File: config.mk
export PLATFORM = sky130hd
export DESIGN_NAME = tx_dma_ctrl
export DESIGN_NICKNAME = d
export VERILOG_FILES = /design/src/tx_dma_pkg.sv /design/src/tx_dma_ctrl.sv /design/src/tx_provision_flag_mem.sv
export SDC_FILE = /design/constraint.sdc
export NUM_CORES = 1
export LEC_CHECK = 0
export BUFFER_PORTS_ARGS = -buffer_cell sky130_fd_sc_hd__buf_4
export CAP_MARGIN = 30
export CORE_MARGIN = 1.5
export CORE_UTILIZATION = 40
export DETAILED_ROUTE_END_ITERATION = 8
export HOLD_SLACK_MARGIN = 0.02
export SYNTH_ARGS = -nofsm -noshare
export SYNTH_HDL_FRONTEND = slang
export SYNTH_HIERARCHICAL = 1
export SYNTH_SLANG_ARGS = --single-unit
File: constraint.sdc
create_clock -name sys_clk -period 2.9 [get_ports sys_clk]
set_input_delay 0.145 -clock sys_clk [delete_from_list [all_inputs] [get_ports sys_clk]]
set_output_delay 0.145 -clock sys_clk [all_outputs]
set_load 0.05 [all_outputs]
File: src/tx_dma_pkg.sv
package tx_dma_pkg;
  // ****************************************
  // register map
  // ****************************************
  localparam logic [11:0] CTRL_OFFSET = 12'h0300;
  localparam logic [11:0] PROVISION_FLAG_OFFSET = 12'h0304;
  // control fields
  localparam int ENABLE_BIT    = 0;
  localparam int CACHE_BIT     = 1;
  localparam int RDY_LSB       = 2;
  localparam int FREE_LSB      = 5;
  localparam logic [6:0] CTRL_RESET = 7'h02;
  // provisioning fields
  localparam int PROVISION_FLAG_FLAG_BIT = 7;
  localparam int RWS_BIT       = 14;
  localparam int BUSY_BIT      = 15;
  // free-queue block size when caching
  localparam logic [2:0] CACHE_BLOCK = 3'h6;
  // indirect access latency in cycles
  localparam logic [1:0] ACCESS_CYCLES = 2'h2;
  // channel memory size
  localparam int CHANNELS = 128;
  localparam int CHANNEL_NUMBER_W   = 7;
endpackage

File: src/tx_dma_ctrl.sv
`timescale 1ns/100ps
module tx_dma_ctrl (
  input  wire logic        sys_clk,
  input  wire logic        rst_n,
  // host register port
  input  wire logic        reg_sel,
  input  wire logic        reg_wr,
  input  wire logic [11:0] reg_addr,
  input  wire logic [3:0]  byte_lane_enables_n,
  input  wire logic [31:0] reg_wdata,
  output logic      [31:0] reg_rdata,
  // ready queue of descriptor references
  input  wire logic        rdy_valid,
  input  wire logic [6:0]  rdy_channel_number,
  output logic             rdy_take,
  // chain verdict
  output logic             chain_append,
  output logic             chain_reject,
  output logic      [6:0]  chain_channel_number,
  // data fetch and link activity
  input  wire logic        lists_empty,
  output logic             fetch_en,
  // freed references
  input  wire logic        freed_valid,
  output logic             free_write,
  output logic      [2:0]  free_count,
  // interrupts
  output logic             ready_queue_interrupt,
  output logic             free_queue_interrupt
);
  // ****************************************
  // state and registers
  // ****************************************
  typedef enum logic [1:0] {
    IDLE_S = 2'b00,
    BUSY_S = 2'b01,
    DONE_S = 2'b10
  } acc_e;

  acc_e        acc_reg, acc_next;
  logic [6:0]  ctrl_reg;
  logic [6:0]  channel_number_reg;
  logic        flag_reg;
  logic        rws_reg;
  logic [1:0]  wait_reg;
  logic [5:0]  rdy_cnt_reg;
  logic [3:0]  free_blk_reg;
  logic [2:0]  cache_reg;
  logic        mem_rd_flag;
  logic        chk_flag;
  logic        en_s1_reg;

  // ready-count code to reference count
  function automatic logic [5:0] rdy_thresh(input logic [2:0] code);
    case (code)
      3'h0: rdy_thresh = 6'h01;
      3'h1: rdy_thresh = 6'h04;
      3'h2: rdy_thresh = 6'h06;
      3'h3: rdy_thresh = 6'h08;
      3'h4: rdy_thresh = 6'h10;
      default: rdy_thresh = 6'h20; // reserved codes undefined
    endcase
  endfunction

  // free-count code to block count
  function automatic logic [3:0] free_thresh(input logic [1:0] code);
    case (code)
      2'h0: free_thresh = 4'h1;
      2'h1: free_thresh = 4'h4;
      default: free_thresh = 4'h8; // reserved code undefined
    endcase
  endfunction

  // ****************************************
  // decode
  // ****************************************
  wire any_lane  = ~&byte_lane_enables_n;
  wire ctrl_hit  = reg_sel && any_lane
                   && reg_addr == tx_dma_pkg::CTRL_OFFSET;
  wire provision_flag_hit  = reg_sel && any_lane
                   && reg_addr == tx_dma_pkg::PROVISION_FLAG_OFFSET;
  wire ctrl_wr   = ctrl_hit && reg_wr;
  wire provision_flag_wr   = provision_flag_hit && reg_wr && acc_reg == IDLE_S;
  wire enable    = ctrl_reg[tx_dma_pkg::ENABLE_BIT];
  wire cache_on  = ctrl_reg[tx_dma_pkg::CACHE_BIT];
  wire [2:0] rdy_code  = ctrl_reg[tx_dma_pkg::RDY_LSB +: 3];
  wire [1:0] free_code = ctrl_reg[tx_dma_pkg::FREE_LSB +: 2];
  wire take      = enable && rdy_valid;
  wire rdy_hit   = take && (rdy_cnt_reg + 6'h01 >= rdy_thresh(rdy_code));
  wire [2:0] blk_size = cache_on ? tx_dma_pkg::CACHE_BLOCK : 3'h1;
  wire cache_full = freed_valid && (cache_reg + 3'h1 >= blk_size);
  wire free_hit  = cache_full
                   && (free_blk_reg + 4'h1 >= free_thresh(free_code));
  wire mem_wr    = acc_reg == BUSY_S && wait_reg == '0 && !rws_reg;
  wire rd_done   = acc_reg == BUSY_S && wait_reg == '0 && rws_reg;

  // ****************************************
  // control register
  // ****************************************
  always_ff @(posedge sys_clk) begin
    if (!rst_n) begin
      ctrl_reg <= tx_dma_pkg::CTRL_RESET;
    end else if (ctrl_wr) begin
      ctrl_reg <= reg_wdata[6:0];
    end
  end

  // ****************************************
  // indirect provisioning access
  // ****************************************
  always_comb begin
    acc_next = acc_reg;
    unique case (acc_reg)
      IDLE_S: if (provision_flag_wr) acc_next = BUSY_S;
      BUSY_S: if (wait_reg == '0) acc_next = DONE_S;
      DONE_S: acc_next = IDLE_S;
      default: acc_next = IDLE_S;
    endcase
  end

  // provisioning fields; whole word taken on any lane
  always_ff @(posedge sys_clk) begin
    if (!rst_n) begin
      acc_reg  <= IDLE_S;
      channel_number_reg <= '0;
      flag_reg <= 1'b0;
      rws_reg  <= 1'b0;
      wait_reg <= '0;
    end else begin
      acc_reg <= acc_next;
      if (provision_flag_wr) begin
        channel_number_reg <= reg_wdata[tx_dma_pkg::CHANNEL_NUMBER_W-1:0];
        flag_reg <= reg_wdata[tx_dma_pkg::PROVISION_FLAG_FLAG_BIT];
        rws_reg  <= reg_wdata[tx_dma_pkg::RWS_BIT];
        wait_reg <= tx_dma_pkg::ACCESS_CYCLES;
      end else if (acc_reg == BUSY_S && wait_reg != '0) begin
        wait_reg <= wait_reg - 2'h1;
      end
      if (rd_done) begin
        flag_reg <= mem_rd_flag;
      end
    end
  end

  tx_provision_flag_mem u_mem (
    .sys_clk  (sys_clk),
    .rst_n    (rst_n),
    .wr_en    (mem_wr),
    .wr_channel_number  (channel_number_reg),
    .wr_flag  (flag_reg),
    .rd_channel_number  (channel_number_reg),
    .rd_flag  (mem_rd_flag),
    .chk_channel_number (rdy_channel_number),
    .chk_flag (chk_flag)
  );

  // ****************************************
  // ready queue, chains, counters
  // ****************************************
  always_ff @(posedge sys_clk) begin
    if (!rst_n) begin
      rdy_take     <= 1'b0;
      chain_append <= 1'b0;
      chain_reject <= 1'b0;
      chain_channel_number   <= '0;
      rdy_cnt_reg  <= '0;
      ready_queue_interrupt <= 1'b0;
    end else begin
      rdy_take     <= take;
      chain_append <= take && chk_flag;
      chain_reject <= take && !chk_flag;
      chain_channel_number   <= rdy_channel_number;
      ready_queue_interrupt <= rdy_hit;
      if (take) begin
        rdy_cnt_reg <= rdy_hit ? 6'h00 : rdy_cnt_reg + 6'h01;
      end
    end
  end

  // free reference cache and block counter
  always_ff @(posedge sys_clk) begin
    if (!rst_n) begin
      cache_reg    <= '0;
      free_blk_reg <= '0;
      free_write   <= 1'b0;
      free_count   <= '0;
      free_queue_interrupt <= 1'b0;
    end else begin
      free_write <= cache_full;
      free_count <= cache_reg + 3'h1;
      free_queue_interrupt <= free_hit;
      if (freed_valid) begin
        cache_reg <= cache_full ? 3'h0 : cache_reg + 3'h1;
      end
      if (cache_full) begin
        free_blk_reg <= free_hit ? 4'h0 : free_blk_reg + 4'h1;
      end
    end
  end

  // fetch continues until built lists drain
  always_ff @(posedge sys_clk) begin
    if (!rst_n) begin
      en_s1_reg <= 1'b0;
      fetch_en  <= 1'b0;
    end else begin
      en_s1_reg <= enable;
      fetch_en  <= en_s1_reg || !lists_empty;
    end
  end

  // ****************************************
  // read data
  // ****************************************
  wire [31:0] ctrl_word = {25'h0, ctrl_reg};
  wire [31:0] provision_flag_word = {16'h0, acc_reg != IDLE_S, rws_reg, 6'h0,
                           flag_reg, channel_number_reg};
  always_ff @(posedge sys_clk) begin
    if (!rst_n) begin
      reg_rdata <= '0;
    end else begin
      reg_rdata <= ctrl_hit ? ctrl_word : provision_flag_hit ? provision_flag_word : 32'h0;
    end
  end

  // ****************************************
  // checks
  // ****************************************
  busy_hold_a: assert property (@(posedge sys_clk) disable iff (!rst_n)
    provision_flag_wr |=> acc_reg == BUSY_S [*3])
    else $error("busy not held during access");
  no_take_a: assert property (@(posedge sys_clk) disable iff (!rst_n)
    !enable |=> !rdy_take)
    else $error("reference taken while disabled");
  verdict_a: assert property (@(posedge sys_clk) disable iff (!rst_n)
    take |=> chain_append != chain_reject)
    else $error("chain verdict wrong");
  reject_a: assert property (@(posedge sys_clk) disable iff (!rst_n)
    take && !chk_flag |=> chain_reject)
    else $error("unprovisioned chain not rejected");
  single_a: assert property (@(posedge sys_clk) disable iff (!rst_n)
    freed_valid && !cache_on |=> free_write)
    else $error("uncached reference not written");
  block_six_a: assert property (@(posedge sys_clk) disable iff (!rst_n)
    free_write && $past(cache_on) |-> free_count <= 3'h6)
    else $error("cached block too large");
  no_lane_a: assert property (@(posedge sys_clk) disable iff (!rst_n)
    reg_sel && reg_wr && &byte_lane_enables_n |=> $stable(ctrl_reg))
    else $error("access made with no lanes");
  channel_number_hold_a: assert property (@(posedge sys_clk) disable iff (!rst_n)
    acc_reg == BUSY_S |=> $stable(channel_number_reg))
    else $error("channel field changed mid access");
  rdy_one_a: assert property (@(posedge sys_clk) disable iff (!rst_n)
    take && rdy_code == 3'h0 |=> ready_queue_interrupt)
    else $error("ready interrupt missing");
  free_one_a: assert property (@(posedge sys_clk) disable iff (!rst_n)
    cache_full && free_code == 2'h0 |=> free_queue_interrupt)
    else $error("free interrupt missing");
  query_c: cover property (@(posedge sys_clk) rd_done);
  provision_flag_c: cover property (@(posedge sys_clk) mem_wr && flag_reg);
  reject_c: cover property (@(posedge sys_clk) chain_reject);
  block_c: cover property (@(posedge sys_clk)
    free_write && free_count == 3'h6);
endmodule

File: src/tx_provision_flag_mem.sv
`timescale 1ns/100ps
// ****************************************
// channel provisioning memory
// ****************************************
module tx_provision_flag_mem (
  input  wire logic                           sys_clk,
  input  wire logic                           rst_n,
  input  wire logic                           wr_en,
  input  wire logic [tx_dma_pkg::CHANNEL_NUMBER_W-1:0]  wr_channel_number,
  input  wire logic                           wr_flag,
  input  wire logic [tx_dma_pkg::CHANNEL_NUMBER_W-1:0]  rd_channel_number,
  output logic                                rd_flag,
  input  wire logic [tx_dma_pkg::CHANNEL_NUMBER_W-1:0]  chk_channel_number,
  output logic                                chk_flag
);
  logic [tx_dma_pkg::CHANNELS-1:0] provision_flag_reg;

  // one flag per channel, all unprovisioned at reset
  always_ff @(posedge sys_clk) begin
    if (!rst_n) begin
      provision_flag_reg <= '0;
    end else if (wr_en) begin
      provision_flag_reg[wr_channel_number] <= wr_flag;
    end
  end

  // read ports
  assign rd_flag  = provision_flag_reg[rd_channel_number];
  assign chk_flag = provision_flag_reg[chk_channel_number];
endmodule
==> metrics.cfg <==
[floorplan]
io_pins = 111
num_rows = 59
die-area_mm2 = 0.02716
die_w_um = 164.8
die_y_um = 164.8
core_area_mm2 = 0.02591
start_util = 0.4042

[detailed_routing]
ant_nets = 0
drt_iter0_drc = 852
first_pass_iters = 7
viasPerCell = 6.028
wl_per_cell_um = 21.51
vias = 9151
wirelength_um = 32650
drc = 0

[power]
leakagePower_uw = 0.004007
p_per_area_mw_per_mm2 = 449.5
ir_worst_vdd_mv = 0.3581

[setup_path]
path_class = flop to flop
startpoint_type = flop
cp.depth = 7
path_delay_family = multiplexers
end_kind = flop
slowest_stage = mux4_1
ff2ff_setup_slack_ns = 0.28
endpoint = flag_reg
startpoint = channel_number_reg[1]
cp.buffers_inverters = 0
max_stage_delay_ns = 0.60
crit_top_cell = a31oi_1
ff2ff_path_depth = 7
required_ns = 3.22
cp_max_fo = 10
rr_startpoint = channel_number_reg[1]
crit_chain = mux4_1 -> mux4_2 -> and3b_1 -> a31oi_1 -> nand4_1 -> o21ai_0 -> a31oi_1
cp.arrival_ns = 2.95
reg2reg_to = flag_reg

[sta]
finalMaxSlewViolations = 0
grt_setup_unrepaired = no
finalClockSkew_ns = 0.01288
hold_viol = 0
worst_pin_slew_ns = 0.8841
tns_ns = 0
fmax_ghz = 0.3812
fin_crit_sh = 0.9047
period_needed_ns = 2.623
setup_viol = 0
slew_headroom = 0.4061

[cts]
clock_sinks = 189
postCtsSetupRepairBufs = 0
clk_latency_ns = 0.44
cts_made_buffers = 17
htreeDepth = 4
cts_tree = yes
cts.root.buffer_cell = clkbuf_16
path_clk_slew_ns = 0.08
clockBufferDepth = 2

[global_routing]
grt_overflow = 0
antenna_found_initial = 1
grt_util_all_layers = 0.2429
grt_pass1_wl_um = 49940
first_global_vias = 8675
grt_max_degree = 71

[yosys]
synth.largest_area_cell = dfxtp_1
synth.distinct_cells = 64
ys_ff_latch = 189
ys_warn_count = 6
synth-edff-count = 0
ys_top_cells_by_area = dfxtp_1 (36%), mux4_2 (13%), a21boi_0 (8.7%), nand3_1 (7.1%), o21ai_0 (7.0%)
synth_top_area_frac = 0.3613
netlist_area_mm2 = 0.01047
ys_seq_area_frac = 0.3613
syn_avg_cell_area_um2 = 9.326
synth_commonest_cells = dfxtp_1 (189), nand3_1 (149), o21ai_0 (146)
synth_flop_cell = dfxtp_1
postSynthCellCount = 1123
synth.most_common_cell = dfxtp_1
async_flop_share = 0

[layout]
nFillCells = 2534
fin_util = 0.4624
largest_reg_flops = 128
nets = 1248
area_growth_syn_to_layout_pct = 14.41
antenna_cells = 0
ff_latch_area_mm2 = 0.003791
multi_input_area_mm2 = 0.006191
drive_gt1_frac = 0.1809

[place]
dp_hpwl_um = 20730
gp_routability_congestion = 0.8499
numPortBuffers = 65

[worst_hold_path]
hold_class = input pin to flop

[outcome]
status = complete, no violations

[flow_run]
cap_violations = 0

-- report_power, final --
group	internal (µW)	switching (µW)
Clock	1240	1190
Sequential	2600	4.54
Combinational	125	226
-- cells in the final DEF, fill, tap and decap left out, types with 4 or more instances in the layout --
master           n
mux2i_1         22
or2_2            5
xor2_1           8
or3b_2           4
buf_4          101
mux4_1           7
nand2b_1         9
nor4_1           9
a211oi_1         7
nor3_1          11
dlygate4sd3_1   15
and2_1          15
nand4b_1         7
a22o_1           7
nand4_1         13
a21boi_0       122
inv_6            5
nor2b_1         19
a31oi_1          5
a21oi_1         26
ha_1            16
nand3b_1         8
inv_1            9
nand3_1        149
nand2_1         36
nor2_1          48
dfxtp_1        185
o21ai_0        146
clkbuf_16       17
conb_1          22
xnor2_1          6
mux4_2          59
inv_8            5
-- layout make-up --
class                           count  area share
Clock buffer                       17     0.03551
Clock inverter                     15     0.01441
Inverter                            9    0.002820
Multi-Input combinational cell    835      0.5167
Sequential cell                   189      0.3164
Tap cell                          335     0.03498
Timing Repair Buffer              118     0.07916
-- cells by family (layout without fill, tap and decap cells) --
logic type,count (synthesis),after routing,share of synthesized area
XOR/XNOR,14,14,0.01171
adder cells (fa/ha/maj),16,16,0.01912
AND/OR/NAND/NOR,360,360,0.1872
other,1,22,0.0003581
AO/OA/AOI/OAI,335,335,0.1998
buffers and inverters,120,159,0.05508
flip-flops,189,189,0.3613
multiplexers,88,88,0.1655
-- metal layers --
layer,vias to the layer above,part of all wire,global-route usage
met4,2,0.029,0.09091
met2,392,0.47,0.3988
met5,-,0.00028,0
met3,68,0.081,0.05048
met1,4441,0.42,0.3140
li1,4248,-,-
-- stage by stage --
step	hold WS [ns]	cells	total power, µW	area, µm²	setup slack (ns)
global route	0.1289	1518	5547	11980	0.09038
floorplan	0.2409	1144	2919	10550	0.5494
detailed placement	0.3354	1471	3002	11230	0.3303
finish	0.1195	1518	5386	11980	0.2765
CTS	0.1004	1518	5419	11980	0.2976
global placement	0.3279	1471	3000	11230	0.3093
-- worst reg2reg max path: stages, from the launching register on --
cell and delay, ns:
dfxtp_2 0.52, mux4_1 0.60, mux4_2 0.46, and3b_1 0.19
a31oi_1 0.28, nand4_1 0.21, o21ai_0 0.20, a31oi_1 0.06
-- timing repair --
item	CTS	global route
hold buffers	15	0
hold endpoints to repair	23	0
gates resized for setup	0	0
-- how the worst min path moves through the flow --
| stage | slack (ns) | start | to | cells past startpoint |
|---|---|---|---|---|
| after floorplan | 0.24 | lists_empty | fetch_en | 1 |
| after global placement | 0.33 | lists_empty | fetch_en | 2 |
| after detailed placement | 0.34 | lists_empty | fetch_en | 2 |
| after CTS | 0.10 | rst_n | acc_reg[0] | 2 |
| after global routing | 0.13 | rst_n | wait_reg[1] | 2 |
| final | 0.12 | rst_n | acc_reg[0] | 2 |
Note: power is estimated with default switching activity, not from simulation.
